File: src/otp_store_defs.svh
// Register offsets, store bit map, reset values and timing counts of the store controller
`ifndef OTP_STORE_DEFS_SVH
`define OTP_STORE_DEFS_SVH

// ----------------------------------------
// Register offsets
// ----------------------------------------
`define REG_STORE_CTRL 5'h15
`define REG_STORE_STATUS 5'h16
`define REG_DIAG 5'h17
`define REG_CH1_TRIM 5'h1b
`define REG_CH2_TRIM 5'h1c
`define REG_SPARE_TRIM 5'h1d
`define REG_READOUT 5'h1e
`define REG_REVISION 5'h1f

// ----------------------------------------
// Register fields
// ----------------------------------------
`define CTRL_OP 1:0
`define CTRL_SLICE 3:2
`define STATUS_PROG_FAIL 0
`define DIAG_BUSY 4
`define PARITY_BIT 8

// ----------------------------------------
// Store bit map
// ----------------------------------------
`define F_CH1_VTHR 7:0
`define F_CH1_RANGE 9:8
`define F_CH2_VTHR 17:10
`define F_CH2_RANGE 19:18
`define F_CH1_TOFF 24:20
`define F_CH2_TOFF 29:25
`define F_CH1_EN 30
`define F_CH2_EN 31
`define F_FS_MODE 34:32
`define F_CH1_TAR 35
`define F_CH2_TAR 36
`define F_OC_THR 38:37
`define F_LOCK 39

// ----------------------------------------
// Operation codes and reset values
// ----------------------------------------
`define OP_REFRESH 2'h1
`define OP_PROGRAM 2'h2
`define READOUT_RESET 10'h000
`define SPARE_TEMPCO_RESET 4'h0

// ----------------------------------------
// Timing
// ----------------------------------------
`define CLK_PERIOD_NS 20
`define REFRESH_TIME_NS 1000
`define PROG_TIME_NS 100000
`define REFRESH_CYCLES ((`REFRESH_TIME_NS + `CLK_PERIOD_NS - 1) / `CLK_PERIOD_NS)
`define PROG_CYCLES_DEFAULT (`PROG_TIME_NS / `CLK_PERIOD_NS)

`endif

File: src/otp_store_pkg.sv
// Types of the one-time-programmable store controller
package otp_store_pkg;

	typedef enum logic [1:0] {
		ST_IDLE = 2'b00,
		ST_REFRESH = 2'b01,
		ST_PROGRAM = 2'b10
	} store_state_type;

	typedef struct packed {
		store_state_type state;
		logic [15:0] cnt;
		logic boot;
		logic [39:0] array;
		logic [39:0] shadow;
		logic [9:0] readout;
		logic [1:0] slice;
		logic prog_fail;
		logic [9:0] rdata;
	} store_regs_type;

endpackage

File: src/otp_config_store.sv
// Store controller with readout, trim and revision registers
//
// Summary of operation
// - Holds a 40-bit one-time-programmable store, programmed through the register port.
// - Store can be programmed once; a lock bit is burnt with it.
// - Refreshed store contents drive the configuration outputs, refreshed after power-up.
// - Bits 7..0/9..8 ch1 threshold/range; 17..10/19..18 ch2 threshold/range.
// - Ch1 off-time at bits 24..20, ch2 off-time at 29..25.
// - Ch1 enable bit 30, ch2 enable bit 31, fail-safe mode bits 34..32.
// - Thermal auto-recover bits 35, 36; overcurrent threshold 38..37; lock bit 39.
// - After refresh the readout holds slice 0..3 of the store, ten bits each.
// - Operation codes 0 and 3 start no operation; only the slice field of the write is taken.
// - Code 1 reloads all 40 bits and updates the readout when done.
// - Code 2 burns the mapped configuration plus the lock bit.
// - Programming is only allowed while the lock bit is clear.
// - Busy bit is high during the whole refresh or programming operation.
// - Trim registers carry odd parity at bit 8, bit 9 reads zero.
// - Register 0x1B holds ch1 coefficients, low ranges 3..0, high ranges 7..4.
// - Register 0x1C holds ch2 coefficients; 0x1D holds an unused zero field.
// - Coefficients are signed two's complement from -8 to 7.
// - Register 0x1F returns a 9-bit revision code with mask and tune fields.
// - Trim and revision values come from factory settings, not from reset.
// - Busy flag is bit 4 of diagnostics register 0x17, not latched.
// - Programming supply undervoltage latches a failure flag, cleared by reading.
`timescale 1ns/1ps
`include "otp_store_defs.svh"

module otp_config_store
	import otp_store_pkg::*;
#(
	parameter logic [15:0] PROG_CYCLES = 16'(`PROG_CYCLES_DEFAULT),
	parameter logic [39:0] STORE_IMAGE = 40'h00_0000_0000,
	parameter logic [7:0] CH1_TRIM = 8'h00,
	parameter logic [7:0] CH2_TRIM = 8'h00,
	// Arbitrary value, not a real part code
	parameter logic [8:0] REVISION_CODE = 9'h0a5
) (
	// Clock and reset
	input wire logic clk,
	input wire logic nrst,
	// Register port
	input wire logic [4:0] reg_addr,
	input wire logic reg_wr,
	input wire logic [9:0] reg_wdata,
	input wire logic reg_rd,
	output logic [9:0] reg_rdata,
	// Configuration registers to burn
	input wire logic [7:0] burn_ch1_voltage_threshold,
	input wire logic [1:0] burn_ch1_sense_range,
	input wire logic [7:0] burn_ch2_voltage_threshold,
	input wire logic [1:0] burn_ch2_sense_range,
	input wire logic [4:0] burn_ch1_off_time,
	input wire logic [4:0] burn_ch2_off_time,
	input wire logic burn_ch1_enable,
	input wire logic burn_ch2_enable,
	input wire logic [2:0] burn_failsafe_mode_select,
	input wire logic burn_ch1_thermal_auto_recover_en,
	input wire logic burn_ch2_thermal_auto_recover_en,
	input wire logic [1:0] burn_overcurrent_compare_threshold,
	// Programming supply monitor
	input wire logic prog_supply_low,
	// Stored configuration
	output logic [7:0] ch1_voltage_threshold,
	output logic [1:0] ch1_sense_range,
	output logic [7:0] ch2_voltage_threshold,
	output logic [1:0] ch2_sense_range,
	output logic [4:0] ch1_off_time,
	output logic [4:0] ch2_off_time,
	output logic ch1_enable,
	output logic ch2_enable,
	output logic [2:0] failsafe_mode_select,
	output logic ch1_thermal_auto_recover_en,
	output logic ch2_thermal_auto_recover_en,
	output logic [1:0] overcurrent_compare_threshold,
	output logic store_locked,
	// Status and trim coefficients
	output logic store_busy,
	output logic signed [3:0] ch1_tempco_low_ranges,
	output logic signed [3:0] ch1_tempco_high_ranges,
	output logic signed [3:0] ch2_tempco_low_ranges,
	output logic signed [3:0] ch2_tempco_high_ranges,
	output logic signed [3:0] spare_tempco
);

	store_regs_type s;
	store_regs_type next_s;
	logic [9:0] read_value;
	logic [1:0] op;
	logic ctrl_wr;

	function automatic logic [9:0] slice_of(input logic [39:0] word, input logic [1:0] sel);
		case (sel)
			2'h0: slice_of = word[9:0];
			2'h1: slice_of = word[19:10];
			2'h2: slice_of = word[29:20];
			default: slice_of = word[39:30];
		endcase
	endfunction

	function automatic logic [9:0] with_parity(input logic [7:0] bits);
		with_parity = {1'b0, ~^bits, bits};
	endfunction

	// ----------------------------------------
	// Register read mux
	// ----------------------------------------
	always_comb begin
		case (reg_addr)
			`REG_STORE_CTRL: read_value = {6'h00, s.slice, 2'h0};
			`REG_STORE_STATUS: read_value = with_parity({7'h00, s.prog_fail});
			`REG_DIAG: read_value = with_parity({3'h0, s.state != ST_IDLE, 4'h0});
			`REG_CH1_TRIM: read_value = with_parity(CH1_TRIM);
			`REG_CH2_TRIM: read_value = with_parity(CH2_TRIM);
			`REG_SPARE_TRIM: read_value = with_parity({4'h0, `SPARE_TEMPCO_RESET});
			`REG_READOUT: read_value = s.readout;
			`REG_REVISION: read_value = {1'b0, REVISION_CODE};
			default: read_value = 10'h000;
		endcase
	end

	assign ctrl_wr = reg_wr && reg_addr == `REG_STORE_CTRL;
	assign op = reg_wdata[`CTRL_OP];

	// ----------------------------------------
	// Next state
	// ----------------------------------------
	always_comb begin
		next_s = s;
		if (reg_rd) begin
			next_s.rdata = read_value;
			if (reg_addr == `REG_STORE_STATUS) begin
				next_s.prog_fail = 1'b0;
			end
		end
		case (s.state)
			ST_IDLE: begin
				// Control writes act only here, so busy operations run undisturbed
				if (ctrl_wr) begin
					// Slice is applied at the end of the next refresh
					next_s.slice = reg_wdata[`CTRL_SLICE];
				end
				// Codes 0 and 3 match no branch and leave store and readout alone
				if (s.boot) begin
					next_s.boot = 1'b0;
					next_s.state = ST_REFRESH;
					next_s.cnt = 16'(`REFRESH_CYCLES - 1);
				end else if (ctrl_wr && op == `OP_REFRESH) begin
					next_s.state = ST_REFRESH;
					next_s.cnt = 16'(`REFRESH_CYCLES - 1);
				end else if (ctrl_wr && op == `OP_PROGRAM && !s.array[`F_LOCK]) begin
					next_s.state = ST_PROGRAM;
					next_s.cnt = PROG_CYCLES - 16'h0001;
				end
			end
			ST_REFRESH: begin
				next_s.cnt = s.cnt - 16'h0001;
				if (s.cnt == 16'h0000) begin
					next_s.state = ST_IDLE;
					next_s.shadow = s.array;
					next_s.readout = slice_of(s.array, s.slice);
				end
			end
			ST_PROGRAM: begin
				next_s.cnt = s.cnt - 16'h0001;
				// Undervoltage only flags the failure; the burn still completes
				if (prog_supply_low) begin
					next_s.prog_fail = 1'b1;
				end
				if (s.cnt == 16'h0000) begin
					next_s.state = ST_IDLE;
					next_s.array = {1'b1, burn_overcurrent_compare_threshold,
						burn_ch2_thermal_auto_recover_en, burn_ch1_thermal_auto_recover_en,
						burn_failsafe_mode_select, burn_ch2_enable, burn_ch1_enable,
						burn_ch2_off_time, burn_ch1_off_time,
						burn_ch2_sense_range, burn_ch2_voltage_threshold,
						burn_ch1_sense_range, burn_ch1_voltage_threshold};
				end
			end
			default: begin
				next_s.state = ST_IDLE;
			end
		endcase
	end

	always_ff @(posedge clk or negedge nrst) begin
		if (!nrst) begin
			s.state <= ST_IDLE;
			s.cnt <= 16'h0000;
			s.boot <= 1'b1;
			s.array <= STORE_IMAGE;
			s.shadow <= 40'h00_0000_0000;
			s.readout <= `READOUT_RESET;
			s.slice <= 2'h0;
			s.prog_fail <= 1'b0;
			s.rdata <= 10'h000;
		end else begin
			s <= next_s;
		end
	end

	// ----------------------------------------
	// Outputs
	// ----------------------------------------
	assign reg_rdata = s.rdata;
	assign store_busy = s.state != ST_IDLE;
	assign ch1_voltage_threshold = s.shadow[`F_CH1_VTHR];
	assign ch1_sense_range = s.shadow[`F_CH1_RANGE];
	assign ch2_voltage_threshold = s.shadow[`F_CH2_VTHR];
	assign ch2_sense_range = s.shadow[`F_CH2_RANGE];
	assign ch1_off_time = s.shadow[`F_CH1_TOFF];
	assign ch2_off_time = s.shadow[`F_CH2_TOFF];
	assign ch1_enable = s.shadow[`F_CH1_EN];
	assign ch2_enable = s.shadow[`F_CH2_EN];
	assign failsafe_mode_select = s.shadow[`F_FS_MODE];
	assign ch1_thermal_auto_recover_en = s.shadow[`F_CH1_TAR];
	assign ch2_thermal_auto_recover_en = s.shadow[`F_CH2_TAR];
	assign overcurrent_compare_threshold = s.shadow[`F_OC_THR];
	assign store_locked = s.shadow[`F_LOCK];
	assign ch1_tempco_low_ranges = signed'(CH1_TRIM[3:0]);
	assign ch1_tempco_high_ranges = signed'(CH1_TRIM[7:4]);
	assign ch2_tempco_low_ranges = signed'(CH2_TRIM[3:0]);
	assign ch2_tempco_high_ranges = signed'(CH2_TRIM[7:4]);
	assign spare_tempco = signed'(`SPARE_TEMPCO_RESET);

	// ----------------------------------------
	// Checks
	// ----------------------------------------
	localparam int REFRESH_BOUND = 51;
endmodule

File: config.mk
export PLATFORM = sky130hd
export DESIGN_NAME = otp_config_store
export DESIGN_NICKNAME = d
export VERILOG_FILES = /design/src/otp_store_pkg.sv /design/src/otp_config_store.sv
export VERILOG_INCLUDE_DIRS = /design/src
export SDC_FILE = /design/constraint.sdc
export NUM_CORES = 1
export LEC_CHECK = 0
export BUFFER_PORTS_ARGS = -buffer_cell sky130_fd_sc_hd__buf_2
export CORE_ASPECT_RATIO = 0.7
export CORE_MARGIN = 2
export CORE_UTILIZATION = 30
export DETAILED_ROUTE_END_ITERATION = 7
export HOLD_SLACK_MARGIN = 0.02
export PLACE_DENSITY_LB_ADDON = 0.08
export SLEW_MARGIN = 20
export SYNTH_ARGS = -nofsm -noshare
export SYNTH_HDL_FRONTEND = slang
export SYNTH_SLANG_ARGS = --single-unit
File: constraint.sdc
create_clock -name clk -period 2.1 [get_ports clk]
set_clock_uncertainty 0.15 [all_clocks]
set_input_delay 0.105 -clock clk [delete_from_list [all_inputs] [get_ports clk]]
set_output_delay 0.105 -clock clk [all_outputs]
set_load 0.02 [all_outputs]
==> impl_metrics.py <==
metrics = {
    "status": {
        "status": "completed",
    },
    "layout": {
        "layout.cells.non_filler": 914,
        "stdcell_area_sq_um": 7950,
        "area_growth_pct": 32.3,
        "num-fill-cells": 1932,
        "fin_nets": 695,
        "final_util_pct": 40.3,
        "layout-drive-gt1-share_pct": 44.4,
        "antenna_cells": 0,
    },
    "timing": {
        "layout_setup_ws_ps": 16.6,
        "setup_viol": 0,
        "rsz0062_at_grt": "true",
        "tns_ps": 0,
        "hold_slack_ps": 95.3,
        "maxSlewHeadroom_pct": 59.5,
        "tightestPinTransition_ps": 607,
        "max_freq_mhz": 480,
        "hold_violations": 0,
        "fin_crit_ps": 2080,
        "finalCritPeriodShare_pct": 99.2,
        "slew_viol_final": 0,
    },
    "clock_network": {
        "cts-htree-levels": 4,
        "clk_path_buf_depth": 2,
        "clockRootBuffer": "clkbuf_16",
        "cts_tree": "built",
        "cts_buffers": 17,
        "clk_pin_slew_worst_paths_ps": 60,
        "clkSinkCount": 122,
        "insertion_delay_ps": 420,
    },
    "power": {
        "irDropWorstVdd_v": 0.000443,
        "p_leak_nw": 3.82,
        "power_density_nw_per_um2": 765,
        "p_total_mw": 6.09,
    },
    "detailed_routing": {
        "finalWirelength_um": 15800,
        "vias": 4188,
        "drt-initial-drc-count": 211,
        "ant_nets": 0,
        "vias_per_cell": 4.58,
        "avgRoutedWirePerCell_um": 17.3,
        "dr.pass1.iters": 4,
        "drc_errors": 0,
    },
    "yosys": {
        "ys.flop_type": "dfrtp_1",
        "yosysSeqAreaShare_pct": 50.8,
        "yosys_warnings": 0,
        "synthCells": 492,
        "synth_edf_count": 0,
        "syn_area_sq_um": 6010,
        "ys_ff_latch": 122,
        "async_flop_share_pct": 100,
        "synth_area_per_cell_sq_um": 12.2,
        "yosysUniqueCellTypes": 53,
    },
    "setup_path": {
        "worstPathRequired_ps": 2250,
        "critical-path-slowest-cell": "dfrtp_1",
        "cp-start-kind": "flop",
        "crit_type": "flop to flop",
        "cpPeakStageDelay_ps": 380,
        "cp_cell_sequence": "inv_1 -> ha_4 -> nor4b_4 -> and2_4 -> nand3_4 -> clkbuf_16 -> mux2_2",
        "rr_worst_depth": 7,
        "crit_path_end_kind": "flop",
        "cp_max_fo": 10,
        "arrival_ps": 2230,
    },
    "grt": {
        "grt_usage_pct": 14.9,
        "antenna_found_initial": 1,
        "grt_overflow": 0,
        "grt_pass1_wl_um": 23600,
        "grt_start_max_net_pins": 51,
        "grt_pass1_vias": 4100,
    },
    "placement": {
        "dp_hpwl_um": 10700,
        "dp.cells": 822,
        "portBuffers": 103,
        "gp_congestion": 0.711,
        "place_ws_ps": -137,
        "placed_area_sq_um": 6620,
    },
    "floorplan": {
        "top_level_ports": 130,
        "num_rows": 43,
        "initial_core_util_pct": 30.5,
        "die_h_um": 122,
        "dieArea_sq_um": 21200,
        "chipWidth_um": 173,
        "coreArea_sq_um": 19700,
    },
    "job": {
        "cap_violations": 0,
    },
    "worst_hold_path": {
        "hold_path.class": "input pin to asynchronous set/reset pin",
    },
}
layout by cell type (no fill, tap or decap), types with 17 or more instances in the layout:
cell type	n
dfrtp_1	121
conb_1	20
dlygate4sd3_1	52
nand2_1	34
buf_4	24
buf_2	102
clkbuf_16	20
inv_1	17
mux2_2	89
nand3_1	18
state kept, by name, summed over array words and instances, names as in the netlist:
signal and flops:
ch2_sense_range 2, ch2_voltage_threshold 8, store_locked 1, ch2_enable 1, ch1_enable 1, failsafe_mode_select 3
ch2_off_time 5, ch1_off_time 5, s 72, ch1_thermal_auto_recover_en 1, ch1_voltage_threshold 8, ch1_sense_range 2
overcurrent_compare_threshold 2, ch2_thermal_auto_recover_en 1, reg_rdata 10
worst max-delay path, delay by kind of cell (launching register included):
family,cells,cell delay (ps)
DFF,1,380
muxes,1,280
buffers and inverters,2,360
and+or+nand+nor,3,640
adders and majority gates,1,150
synth_stat cells, drive strengths merged (3+ instances only):
| cell | count | share of area (%) |
|---|---|---|
| o2111ai | 3 | 0.73 |
| nand2 | 34 | 2.1 |
| dfrtp | 121 | 50 |
| nor3b | 9 | 1.2 |
| nor4 | 4 | 0.52 |
| mux2i | 5 | 0.83 |
| o211ai | 4 | 0.50 |
| inv | 18 | 1.1 |
| nor2 | 7 | 0.48 |
| a31oi | 5 | 0.62 |
| ha | 5 | 1.0 |
| nand2b | 3 | 0.31 |
| clkbuf | 8 | 0.50 |
| o22ai | 5 | 0.52 |
| mux2 | 91 | 17 |
| mux4 | 10 | 3.7 |
| nor2b | 3 | 0.31 |
| nor3 | 5 | 0.42 |
| a21oi | 10 | 0.83 |
| and3 | 5 | 0.54 |
| nand4b | 4 | 0.58 |
| nand3 | 21 | 1.8 |
| buf | 79 | 9.3 |
| o21ai | 10 | 0.83 |
path summary, 6_finish.rpt:
path                                     startpoint                  endpoint  slack [ps]
min reg2reg                ch1_voltage_threshold[3]  ch1_voltage_threshold[3]         350
min in group clk                       reg_wdata[0]                    s[121]         190
max reg2reg                                  s[104]                     s[82]          20
max in group asynchronous                      nrst                     s[93]        1010
min                                            nrst                    s[106]         100
max                                          s[104]                     s[82]          20
cell type report:
cell class / instances / area [sq um] / area share [%]
flip-flops and latches: 122 / 3050 / 38.4
clock inverters: 13 / 190 / 2.39
clock buffers: 19 / 453 / 5.69
inverters: 18 / 67.6 / 0.849
multi-input cells: 284 / 2430 / 30.6
well taps: 270 / 338 / 4.25
repair buffers: 188 / 1420 / 17.8
layer usage:
metal  GRT usage (%)  share of wire (%)  vias up
li1                -                  -     1949
met1            22.0                 52     2110
met2            21.3                 43      117
met3            3.66                3.9       12
met4            5.19                1.0        0
met5               0                  0        -
repair_timing:
item                                    in CTS  in global routing
endpoints found under the hold margin      116                  0
gates cloned                                 0                  4
setup buffers                                0                  4
gates resized for setup                      2                 10
hold buffers                                52                  0
pin swaps                                    0                  0
endpoints found under the setup margin      90                 93
power breakdown:
group          switching [mW]  leakage (nW)  internal [mW]  total (mW)
Clock                    1.09         0.302           2.06        3.15
Sequential              0.116          1.54           2.43        2.55
Combinational           0.186          1.98          0.202       0.388
cells by family after synthesis:
logic type / Yosys count / synth area share, %
buf+inv: 105 / 10.9
mux: 106 / 21.6
fa+ha+maj: 5 / 1.04
simple gates: 107 / 10.1
flops: 122 / 50.8
other cells: 1 / 0.0624
compound gates: 46 / 5.47
(Power assumes the default switching activity.)
